$ cat config.mk
export PLATFORM = sky130hd
export DESIGN_NAME = adm_top
export DESIGN_NICKNAME = d
export VERILOG_FILES = /design/src/adm_pkg.sv /design/src/adm_chan_if.sv /design/src/adm_top.sv /design/src/adm_filter.sv
export VERILOG_INCLUDE_DIRS = /design/src
export SDC_FILE = /design/constraint.sdc
export NUM_CORES = 2
export LEC_CHECK = 0
export BUFFER_PORTS_ARGS = -buffer_cell sky130_fd_sc_hd__buf_2
export CELL_PAD_IN_SITES_DETAIL_PLACEMENT = 2
export CELL_PAD_IN_SITES_GLOBAL_PLACEMENT = 2
export CORE_MARGIN = 1
export CORE_UTILIZATION = 40
export CTS_BUF_LIST = sky130_fd_sc_hd__clkbuf_4 sky130_fd_sc_hd__clkbuf_8 sky130_fd_sc_hd__clkbuf_16
export CTS_CLUSTER_SIZE = 25
export DETAILED_ROUTE_END_ITERATION = 10
export PLACE_DENSITY_LB_ADDON = 0.1
export SYNTH_ARGS = -nofsm -noshare
export SYNTH_HDL_FRONTEND = slang
export SYNTH_HIERARCHICAL = 1
export SYNTH_SLANG_ARGS = --single-unit
$ cat constraint.sdc
create_clock -name core_clk -period 9.9 [get_ports core_clk]
set_input_delay 1.485 -clock core_clk [delete_from_list [all_inputs] [get_ports core_clk]]
set_output_delay 1.485 -clock core_clk [all_outputs]
set_load 0.005 [all_outputs]
$ cat src/adm_defs.svh
`ifndef ADM_DEFS_SVH
`define ADM_DEFS_SVH

// Register indices; byte address is four times the index
`define ADM_IDX_W 7
`define ADM_IDX_CFG_A 7'h66
`define ADM_IDX_CFG_B 7'h67
`define ADM_IDX_L_HIGH 7'h68
`define ADM_IDX_L_MID 7'h69
`define ADM_IDX_L_LOW 7'h6A
`define ADM_IDX_R_HIGH 7'h6B
`define ADM_IDX_R_MID 7'h6C
`define ADM_IDX_R_LOW 7'h6D
`define ADM_IDX_RSV_FIRST 7'h6E
`define ADM_IDX_RSV_LAST 7'h7F

// Reset values
`define ADM_CFG_A_RST 8'h00
`define ADM_CFG_B_RST 8'h00
`define ADM_RESULT_RST 24'h000000

// Field positions, configuration A
`define ADM_A_LEFT_EN 7
`define ADM_A_RIGHT_EN 6
`define ADM_A_IIR_MODE 5
// Field positions, configuration B
`define ADM_B_FREEZE 6
`define ADM_B_SNAP_SEL 5
`define ADM_B_WRITE_MASK 8'h7F

// Field values and limits
`define ADM_FIELD_W 5
`define ADM_D_MIN 5'h01
`define ADM_D_MAX 5'h14
`define ADM_AVG_INFINITE 5'h00
`define ADM_AVG_MAX 5'h14
`define ADM_FRAC_W 20
`define ADM_SAMPLE_W 24
`define ADM_NUM_CH 2

`endif

$ cat src/adm_pkg.sv
`include "adm_defs.svh"

package adm_pkg;
    typedef logic signed [`ADM_SAMPLE_W-1:0] adm_result_t;
    typedef logic [`ADM_FIELD_W-1:0] adm_field_t;
    typedef enum logic [1:0] {
        ADM_BUS_IDLE = 2'b01,
        ADM_BUS_ACK = 2'b10
    } adm_bus_state_t;
endpackage : adm_pkg

$ cat src/adm_chan_if.sv
`timescale 1ns/1ps

interface adm_chan_if;
    import adm_pkg::*;
    logic enable;
    logic iir_mode;
    adm_field_t d_shift;
    logic period_clr;
    adm_result_t sample;
    logic sample_vld;
    adm_result_t avg_out;
    logic avg_vld;
    modport filt (
        input enable,
        input iir_mode,
        input d_shift,
        input period_clr,
        input sample,
        input sample_vld,
        output avg_out,
        output avg_vld
    );
    modport ctrl (
        output enable,
        output iir_mode,
        output d_shift,
        output period_clr,
        output sample,
        output sample_vld,
        input avg_out,
        input avg_vld
    );
endinterface : adm_chan_if

$ cat src/adm_top.sv
`timescale 1ns/1ps
`include "adm_defs.svh"

module adm_top (
    input wire logic core_clk,
    input wire logic rst_n,
    input wire logic wb_cyc_i,
    input wire logic wb_stb_i,
    input wire logic wb_we_i,
    input wire logic [8:0] wb_adr_i,
    input wire logic [3:0] wb_sel_i,
    input wire logic [31:0] wb_dat_i,
    output logic [31:0] wb_dat_o,
    output logic wb_ack_o,
    input wire adm_pkg::adm_result_t left_sample,
    input wire adm_pkg::adm_result_t right_sample,
    input wire logic sample_valid
);
    import adm_pkg::*;

    // Register state
    logic [7:0] cfg_a_q;
    logic [7:0] cfg_a_d;
    logic [7:0] cfg_b_q;
    logic [7:0] cfg_b_d;
    adm_bus_state_t bus_q;
    adm_bus_state_t bus_d;
    logic [31:0] rdat_q;
    logic [31:0] rdat_d;

    // Averaging period timer
    logic [19:0] per_cnt_q;
    logic [19:0] per_cnt_d;

    // Per-channel result path
    adm_result_t live_q [`ADM_NUM_CH];
    adm_result_t snap_q [`ADM_NUM_CH];
    adm_result_t res_q [`ADM_NUM_CH];
    adm_result_t pick [`ADM_NUM_CH];
    logic ch_en [`ADM_NUM_CH];
    adm_result_t ch_sample [`ADM_NUM_CH];

    adm_chan_if ch_if [`ADM_NUM_CH] ();

    // Bus decode
    wire [`ADM_IDX_W-1:0] idx = wb_adr_i[8:2];
    wire req = wb_cyc_i && wb_stb_i;
    wire accept = req && (bus_q == ADM_BUS_IDLE);
    // Write lands on the edge the master sees ack
    wire wr_en = req && wb_we_i && (bus_q == ADM_BUS_ACK) && wb_sel_i[0];
    wire hit_a = (idx == `ADM_IDX_CFG_A);
    wire hit_b = (idx == `ADM_IDX_CFG_B);

    // Configuration fields
    wire left_en = cfg_a_q[`ADM_A_LEFT_EN];
    wire right_en = cfg_a_q[`ADM_A_RIGHT_EN];
    wire iir_mode = cfg_a_q[`ADM_A_IIR_MODE];
    wire [4:0] d_raw = cfg_a_q[4:0];
    wire freeze = cfg_b_q[`ADM_B_FREEZE];
    wire snap_sel = cfg_b_q[`ADM_B_SNAP_SEL];
    wire [4:0] avg_raw = cfg_b_q[4:0];

    wire d_low = (d_raw < `ADM_D_MIN);
    wire d_high = (d_raw > `ADM_D_MAX);
    wire [4:0] d_eff = d_low ? `ADM_D_MIN : (d_high ? `ADM_D_MAX : d_raw);

    wire avg_high = (avg_raw > `ADM_AVG_MAX);
    wire [4:0] avg_eff = avg_high ? `ADM_AVG_MAX : avg_raw;
    wire avg_inf = (avg_eff == `ADM_AVG_INFINITE);
    wire [19:0] per_last = 20'((21'h000001 << avg_eff) - 21'h000001);
    wire any_en = left_en || right_en;
    wire timer_run = any_en && iir_mode && !avg_inf;
    wire per_clr = timer_run && (per_cnt_q == per_last);

    assign ch_en[0] = left_en;
    assign ch_en[1] = right_en;
    assign ch_sample[0] = left_sample;
    assign ch_sample[1] = right_sample;

    genvar g;
    generate
        for (g = 0; g < `ADM_NUM_CH; g++) begin : g_ch
            assign ch_if[g].enable = ch_en[g];
            assign ch_if[g].iir_mode = iir_mode;
            assign ch_if[g].d_shift = d_eff;
            assign ch_if[g].period_clr = per_clr;
            assign ch_if[g].sample = ch_sample[g];
            assign ch_if[g].sample_vld = sample_valid;

            adm_filter u_filter (
                .core_clk(core_clk),
                .rst_n(rst_n),
                .ch(ch_if[g])
            );

            assign pick[g] = (iir_mode && snap_sel) ? snap_q[g] : live_q[g];

            always_ff @(posedge core_clk or negedge rst_n) begin
                if (!rst_n) begin
                    live_q[g] <= `ADM_RESULT_RST;
                end else if (ch_if[g].avg_vld) begin
                    live_q[g] <= ch_if[g].avg_out;
                end
            end

            always_ff @(posedge core_clk or negedge rst_n) begin
                if (!rst_n) begin
                    snap_q[g] <= `ADM_RESULT_RST;
                end else if (per_clr && ch_en[g]) begin
                    snap_q[g] <= ch_if[g].avg_out;
                end
            end

            always_ff @(posedge core_clk or negedge rst_n) begin
                if (!rst_n) begin
                    res_q[g] <= `ADM_RESULT_RST;
                end else if (!freeze) begin
                    res_q[g] <= pick[g];
                end
            end
        end
    endgenerate

    // Period counter restarts whenever the timer stops
    always_comb begin
        per_cnt_d = per_cnt_q + 20'h00001;
        if (!timer_run || per_clr) begin
            per_cnt_d = 20'h00000;
        end
    end

    // Configuration writes
    always_comb begin
        cfg_a_d = cfg_a_q;
        cfg_b_d = cfg_b_q;
        if (wr_en && hit_a) begin
            cfg_a_d = wb_dat_i[7:0];
        end
        if (wr_en && hit_b) begin
            cfg_b_d = wb_dat_i[7:0] & `ADM_B_WRITE_MASK;
        end
    end

    // Read selection; reserved and unmapped read zero
    always_comb begin
        rdat_d = 32'h00000000;
        case (idx)
            `ADM_IDX_CFG_A: rdat_d[7:0] = cfg_a_q;
            `ADM_IDX_CFG_B: rdat_d[7:0] = cfg_b_q;
            `ADM_IDX_L_HIGH: rdat_d[7:0] = res_q[0][23:16];
            `ADM_IDX_L_MID: rdat_d[7:0] = res_q[0][15:8];
            `ADM_IDX_L_LOW: rdat_d[7:0] = res_q[0][7:0];
            `ADM_IDX_R_HIGH: rdat_d[7:0] = res_q[1][23:16];
            `ADM_IDX_R_MID: rdat_d[7:0] = res_q[1][15:8];
            `ADM_IDX_R_LOW: rdat_d[7:0] = res_q[1][7:0];
            default: rdat_d = 32'h00000000;
        endcase
    end

    // Bus handshake: ack one cycle after the request, then drop
    always_comb begin
        case (bus_q)
            ADM_BUS_IDLE: begin
                bus_d = accept ? ADM_BUS_ACK : ADM_BUS_IDLE;
            end
            ADM_BUS_ACK: begin
                bus_d = ADM_BUS_IDLE;
            end
            default: begin
                bus_d = ADM_BUS_IDLE;
            end
        endcase
    end

    always_ff @(posedge core_clk or negedge rst_n) begin
        if (!rst_n) begin
            bus_q <= ADM_BUS_IDLE;
            rdat_q <= 32'h00000000;
        end else begin
            bus_q <= bus_d;
            rdat_q <= accept ? rdat_d : rdat_q;
        end
    end

    always_ff @(posedge core_clk or negedge rst_n) begin
        if (!rst_n) begin
            cfg_a_q <= `ADM_CFG_A_RST;
            cfg_b_q <= `ADM_CFG_B_RST;
        end else begin
            cfg_a_q <= cfg_a_d;
            cfg_b_q <= cfg_b_d;
        end
    end

    always_ff @(posedge core_clk or negedge rst_n) begin
        if (!rst_n) begin
            per_cnt_q <= 20'h00000;
        end else begin
            per_cnt_q <= per_cnt_d;
        end
    end

    assign wb_ack_o = (bus_q == ADM_BUS_ACK);
    assign wb_dat_o = rdat_q;
endmodule : adm_top

$ cat src/adm_filter.sv
`timescale 1ns/1ps
`include "adm_defs.svh"

module adm_filter (
    input wire logic core_clk,
    input wire logic rst_n,
    adm_chan_if.filt ch
);
    import adm_pkg::*;

    logic signed [44:0] acc_q;
    logic signed [44:0] acc_d;
    logic [20:0] cnt_q;
    logic [20:0] cnt_d;
    logic signed [43:0] y_q;
    logic signed [43:0] y_d;
    adm_result_t out_q;
    adm_result_t out_d;
    logic vld_q;
    logic vld_d;

    wire [20:0] len_last = 21'((21'h000001 << ch.d_shift) - 21'h000001);
    wire signed [44:0] acc_sum = acc_q + 45'(ch.sample);
    wire signed [44:0] ma_avg = acc_sum >>> ch.d_shift;
    wire signed [43:0] x_ext = {ch.sample, {`ADM_FRAC_W{1'b0}}};
    wire signed [44:0] diff = 45'(x_ext) - 45'(y_q);
    wire signed [44:0] step = diff >>> ch.d_shift;
    wire signed [43:0] y_next = y_q + 44'(step);

    always_comb begin
        acc_d = acc_q;
        cnt_d = cnt_q;
        y_d = y_q;
        out_d = out_q;
        vld_d = 1'b0;
        if (!ch.enable) begin
            acc_d = '0;
            cnt_d = '0;
            y_d = '0;
        end else if (ch.iir_mode) begin
            acc_d = '0;
            cnt_d = '0;
            if (ch.period_clr) begin
                y_d = '0;
            end else if (ch.sample_vld) begin
                y_d = y_next;
                out_d = y_next[43:`ADM_FRAC_W];
                vld_d = 1'b1;
            end
        end else begin
            y_d = '0;
            if (ch.sample_vld) begin
                if (cnt_q == len_last) begin
                    acc_d = '0;
                    cnt_d = '0;
                    out_d = ma_avg[23:0];
                    vld_d = 1'b1;
                end else begin
                    acc_d = acc_sum;
                    cnt_d = cnt_q + 21'h000001;
                end
            end
        end
    end

    always_ff @(posedge core_clk or negedge rst_n) begin
        if (!rst_n) begin
            acc_q <= '0;
            cnt_q <= '0;
            y_q <= '0;
            out_q <= '0;
            vld_q <= 1'b0;
        end else begin
            acc_q <= acc_d;
            cnt_q <= cnt_d;
            y_q <= y_d;
            out_q <= out_d;
            vld_q <= vld_d;
        end
    end

    assign ch.avg_out = out_q;
    assign ch.avg_vld = vld_q;
endmodule : adm_filter

== Word-level counts from Yosys, hierarchy flattened ==
Cells that the tools add are included.
Word-level totals
  bits in registers: 459
  bits in latches: 0
  memory bits (writable): 0
  bits in read-only memories: 0
  input port bits: 99
  output and inout bits: 33
  word-level logic and storage cells: 136
  memories kept: 0
Operators by class
  add/subtract/negate cells: 11
  $mul: 0
  div/mod/pow operators: 0
  magnitude comparators: 3
  eq/ne operators: 18
  shift operators: 6
  mux-type cells: 53
  bitwise logic cells: 0
  reductions and logical operators: 24
Operators with widths (number)
  $mux 45: 8
  $mux 44: 8
  $mux 24: 12
  $mux 21: 8
  $add 45x24->45: 2
  $sshr 45x5->24: 2
  $sshr 45x5->44: 2
  $sub 44x44->45: 2
  $add 44x44->44: 2
  $pmux 8 s8: 1
  $eq 7x7->1 const B: 8
  $add 21x1->21 const B: 2
  $eq 21x21->1: 2
  $shl 1x5->21 const A: 1
  $sub 21x1->21 const B: 1
  $add 20x1->20 const B: 1
  $eq 20x20->1: 1
  $mux 20: 1
  $shl 1x5->20 const A: 1
  $sub 20x1->20 const B: 1
  $mux 5: 3
  $logic_and 1x1->1: 13
  $gt 5x5->1 const B: 2
  $mux 1: 10
  other kinds (12): 21

== Logic depth before layout (Yosys ltp) ==
  depth in word-level cells: 10
  gate-level depth with buffers: 31
  mapped depth without buffers: 26

== Cells and area by module ==
Netlist, hierarchy kept.
Modules (own cells, without submodules)
  adm_filter (g_ch[0].u_filter): times used 1, cells an instance 2714, area each 19766.5 sq um, seq. area each 3378.2 sq um
  adm_filter (g_ch[1].u_filter): times used 1, cells an instance 2658, area each 19760.2 sq um, seq. area each 3378.2 sq um
  adm_top: times used 1, cells an instance 811, area each 9474.1 sq um, seq. area each 4730.8 sq um

== Least setup slack after synthesis ==
Ideal clock, no wire load.
  path kind: input to register
  from: in left_sample[1]
  to: reg g_ch[0].u_filter.y_q[40]
  library setup time: 0.129 ns
  arrival: 7.150 ns
  data required time: 9.771 ns
  setup slack: 2.621 ns
  cell stages on the path: 24
  path buffers: 0
  path through: ha_1 -> a21o_1 -> a31o_2 -> a221oi_2 -> o21ai_0 -> xor2_1 -> mux2_2 -> mux2_2 -> mux2i_1 -> inv_1 -> mux4_2 -> ha_1 -> fa_1 -> a21o_1 -> a311oi_1 -> o21a_1 -> nor3_1 -> a31oi_1 -> nor3b_1 -> o31a_1 -> o221ai_1 -> mux2_2 -> nor3_1 -> o21ai_0
Between the ends
  cells in the longest elaborated chain, start to end: 7
Ends and longest elaborated chain
  start: declaration: RTL line adm_top.sv:15  | input wire adm_pkg::adm_result_t left_sample,
  $sub 44x44->45: RTL line adm_filter.sv:26  | wire signed [44:0] diff = 45'(x_ext) - 45'(y_q);
  $sshr 45x5->44: RTL line adm_filter.sv:27  | wire signed [44:0] step = diff >>> ch.d_shift;
  $add 44x44->44: RTL line adm_filter.sv:28  | wire signed [43:0] y_next = y_q + 44'(step);
  $mux 44: RTL line adm_filter.sv:45  | end else if (ch.sample_vld) begin
  $mux 44: RTL line adm_filter.sv:43  | if (ch.period_clr) begin
  $mux 44: RTL line adm_filter.sv:40  | end else if (ch.iir_mode) begin
  $mux 44: RTL line adm_filter.sv:36  | if (!ch.enable) begin
  end signal: assignment: RTL line adm_filter.sv:76  | y_q <= y_d;
  end: declaration: RTL line adm_filter.sv:15  | logic signed [43:0] y_q;
Every way passes these cells. The select of a mux whose other input is x is not followed.
A chain may end at the register's enable or synchronous reset.

== Worst setup path in the final report ==
  from: in right_sample[0]
  to: reg g_ch[1].u_filter.out_q[20]
Between the ends
  cells in the longest elaborated chain, start to end: 6
  elaborated cells between the ends (all ways): 10
  those cells by class: 3 x add/sub; 2 x shift; 5 x mux
Ends and longest elaborated chain
  start: declaration: RTL line adm_top.sv:16  | input wire adm_pkg::adm_result_t right_sample,
  $sub 44x44->45: RTL line adm_filter.sv:26
  $sshr 45x5->44: RTL line adm_filter.sv:27
  $add 44x44->44: RTL line adm_filter.sv:28
  $mux 24: RTL line adm_filter.sv:45
  $mux 24: RTL line adm_filter.sv:43
  $mux 24 *: RTL line adm_filter.sv:40
  end signal: assignment: RTL line adm_filter.sv:77  | out_q <= out_d;
  end: declaration: RTL line adm_filter.sv:17  | adm_result_t out_q;
Mark *: on every way between the ends. The rest lies on a longest branch, timed or not. The select of a mux whose other input is x is not followed.

==> reports/metrics.cfg <==
[finish]
layout_common_cells=670 x nand2_1, 484 x nor2_1, 484 x o21ai_0, 463 x a21oi_1, 455 x dfrtp_1
multiInputGateArea_sq_um=35100
num-fill-cells=13900
final_common_cell=nand2_1
area_growth_pct=7.61
nets=6317
utilization_pct=43.3
ff_latch_area_sq_um=11500
layout-drive-gt1-share_pct=11.1

[global_routing]
antenna_found_initial=12
grt_util_all_layers_pct=35.3
grt_max_degree=158
grt_pass1_wl_um=342000
first_global_vias=53100
grt_remaining_overflow=0

[drt]
dr.max_layer_used=met5
drt_iter0_markers=4183
dr.pass1.iters=6
vias=51200
dr_wl_met2_um=101000
route.met3.wl_um=13200
m1WireLength_um=105000
postRouteWirelength_um=226000
vias_per_cell=6.68
final_antenna_net_count=0
wire_per_inst_um=29.5
drcViolationCount=0

[pwr]
p_per_area_nw_per_um2=167
seqPwrFrac_pct=26.7
p_leak_nw=22.6
internal_power_mw=4.99
ir_drop_uv=156
p_sw_share_pct=43.2
clockPowerShare_pct=29.8
power_switching_mw=3.79
combPwrFrac_pct=43.6

[clocking]
clock-sinks=459
cts_max_level=2
cts_tree=done
cts_inserted_buffers=61
cts_resized=0
clkTransAtPathRegs_ns=0.06
holdBufCountCts=0
clockBufferDepth=3
clock-root-buffer=clkbuf_16
worstSkewPairLatency_ns=0.73
post_cts_buffers=0

[die]
fp.dieW_um=352
die_h_um=352
start_util_pct=40.3
fp-row-count=128
io_pins=132
core_area_sq_um=122000
die-area_sq_um=124000

[placement]
io_buffers=78
gp_congestion=0.971
dp_hpwl_um=170000

[sta]
skew_ns=0.0658
setup_viol=0
slew_viol_final=0
finalHoldViolCount=0
rsz0062_at_grt=no
slew_headroom_pct=17.0
min_period_ns=8.55
max_freq_ghz=0.117
worst_slew_pin_slew_ns=1.25
period_share_pct=86.4
tns_ns=0

[yosys]
synth_edf_count=0
synth-seq-area-share_pct=23.4
synth_top_cell_by_area=dfrtp_1
avgSynthCellArea_sq_um=7.93
ys_async_sr_fraction_pct=100
yosysWarningCount=6
synth_top_cell_area_share_pct=23.4
synth.area.top_cells=dfrtp_1 23%, ha_1 6.0%, nand2_1 5.1%
syn_area_sq_um=49000
ys_ff_latch=459
syn_inst=6183
synthDistinctLibCells=119
synth_ff_type=dfrtp_1

[setup_path]
crit_required_ns=10.52
startpoint_type=primary input
arrival_ns=9.17
crit_fanout=7
crit_type=primary input to flip-flop
critPathCaptureType=flip-flop

[status]
outcome=finished, final reports clean

[job]
maxCapViolCount=0

[min_path]
hp-class=flip-flop to flip-flop

-- worst max-delay path, stage by stage --
cell and delay, ns:
buf_2 0.14, ha_1 0.39, or4b_1 0.56, nor4_4 0.25, a311oi_2 0.29, a211oi_1 0.47, mux2i_1 0.23, a21oi_1 0.12
nor3_1 0.51, mux2i_1 0.29, mux2_2 0.35, a21oi_1 0.29, a21oi_1 0.18, ha_1 0.41, nand3_1 0.10, o211a_1 0.27
o31ai_1 0.59, o21bai_1 0.26, a21oi_1 0.34, o21ai_0 0.24, o21ai_1 0.52, a32oi_1 0.33, nand4b_1 0.17, o21ai_0 0.13
a211oi_1 0.25
-- per-stage QoR --
| stage | worst slack, ns | cell area (sq um) | power (mW) | hold WS, ns | instances |
|---|---|---|---|---|---|
| after floorplan | 2.62 | 49100 | 4.67 | 0.445 | 6206 |
| final | 1.35 | 52700 | 8.79 | 0.478 | 7657 |
| after global routing | 1.12 | 52700 | 9.11 | 0.497 | 7654 |
| after detailed placement | 0.954 | 50400 | 6.06 | 0.469 | 7540 |
| after CTS | 1.60 | 52700 | 8.73 | 0.487 | 7654 |
| after global placement | 1.09 | 50400 | 5.93 | 0.459 | 7540 |
-- worst paths after layout --
path,start,end,slack (ns),cells past startpoint
worst max-delay path,right_sample[0],g_ch[1].u_filter/ch.avg_out[20],1.35,25
worst min-delay path,wb_dat_o[0],wb_dat_o[0],0.48,2
worst max register to register,g_ch[1].u_filter/y_q[0],g_ch[1].u_filter/ch.avg_out[20],1.42,25
worst min register to register,wb_dat_o[0],wb_dat_o[0],0.48,2
max in group asynchronous,rst_n,g_ch[1].u_filter/ch.avg_out[8],6.98,3
min in group asynchronous,rst_n,g_ch[0].u_filter/y_q[10],0.75,1
-- synth_stat cells, types with 22 or more instances --
library cell / instances
a211o_1: 31
mux2_4: 41
or4_1: 28
and3_1: 79
mux2_2: 137
o21bai_1: 31
a21o_1: 121
a22oi_1: 35
o211ai_1: 83
or3_1: 48
nand3_1: 137
a31oi_1: 66
a22o_1: 92
buf_1: 54
mux2i_1: 242
o22ai_1: 62
ha_1: 236
mux4_2: 48
nand2b_1: 56
or2_2: 39
o31ai_1: 37
nor2_1: 488
xor2_1: 109
a211oi_1: 97
and4_1: 22
nor2b_1: 50
o21ai_0: 485
nand2_1: 671
o21a_1: 70
nor4_1: 46
a221oi_1: 32
o221ai_1: 25
a21oi_1: 463
nand4_1: 91
xnor2_1: 148
and2_1: 50
buf_2: 27
inv_1: 139
nor3_1: 160
buf_4: 32
o2111ai_1: 28
dfrtp_1: 458
clkbuf_1: 337
-- routing by layer --
| metal | GRT usage (%) | vias up |
|---|---|---|
| li1 | - | 22800 |
| met1 | 50.2 | 26500 |
| met2 | 55.7 | 1548 |
| met3 | 4.67 | 314 |
| met4 | 9.60 | 16 |
| met5 | 0 | - |
-- power by group through the flow --
stage	combinational [mW]	clock [mW]	sequential, mW
after global placement	3.58	0	2.34
final	3.83	2.61	2.34
after floorplan	2.43	0	2.24
after CTS	3.73	2.66	2.34
after global routing	4.04	2.71	2.37
after detailed placement	3.69	0	2.37
-- cells by family after synthesis --
family,after synthesis,share of synthesized area [%]
AO/OA/AOI/OAI,2089,28.5
other,1,0.00765
flip-flops,459,23.4
XOR/XNOR,260,4.72
AND/OR/NAND/NOR,2056,20.3
buffers and inverters,609,5.15
multiplexers,469,11.6
adder cells (fa/ha/maj),240,6.19
-- sequential cells by signal, indices dropped and copies added (netlist names) --
name	count
snap_q	48
res_q	48
g_ch.u_filter/ch.avg_vld	2
cfg_b_q	7
g_ch.u_filter/cnt_q	42
bus_q	2
g_ch.u_filter/ch.avg_out	48
g_ch.u_filter/acc_q	90
wb_dat_o	8
per_cnt_q	20
g_ch.u_filter/y_q	88
cfg_a_q	8
live_q	48
-- cell type report --
type / count / area share [%]
Tap cell: 1625 / 3.86
Timing Repair Buffer: 172 / 2.19
Inverter: 146 / 1.05
Sequential cell: 459 / 21.8
Antenna cell: 3 / 0.0142
Multi-Input combinational cell: 5138 / 66.6
Clock buffer: 79 / 3.28
Clock inverter: 35 / 1.17
(Power assumes the default switching activity.)
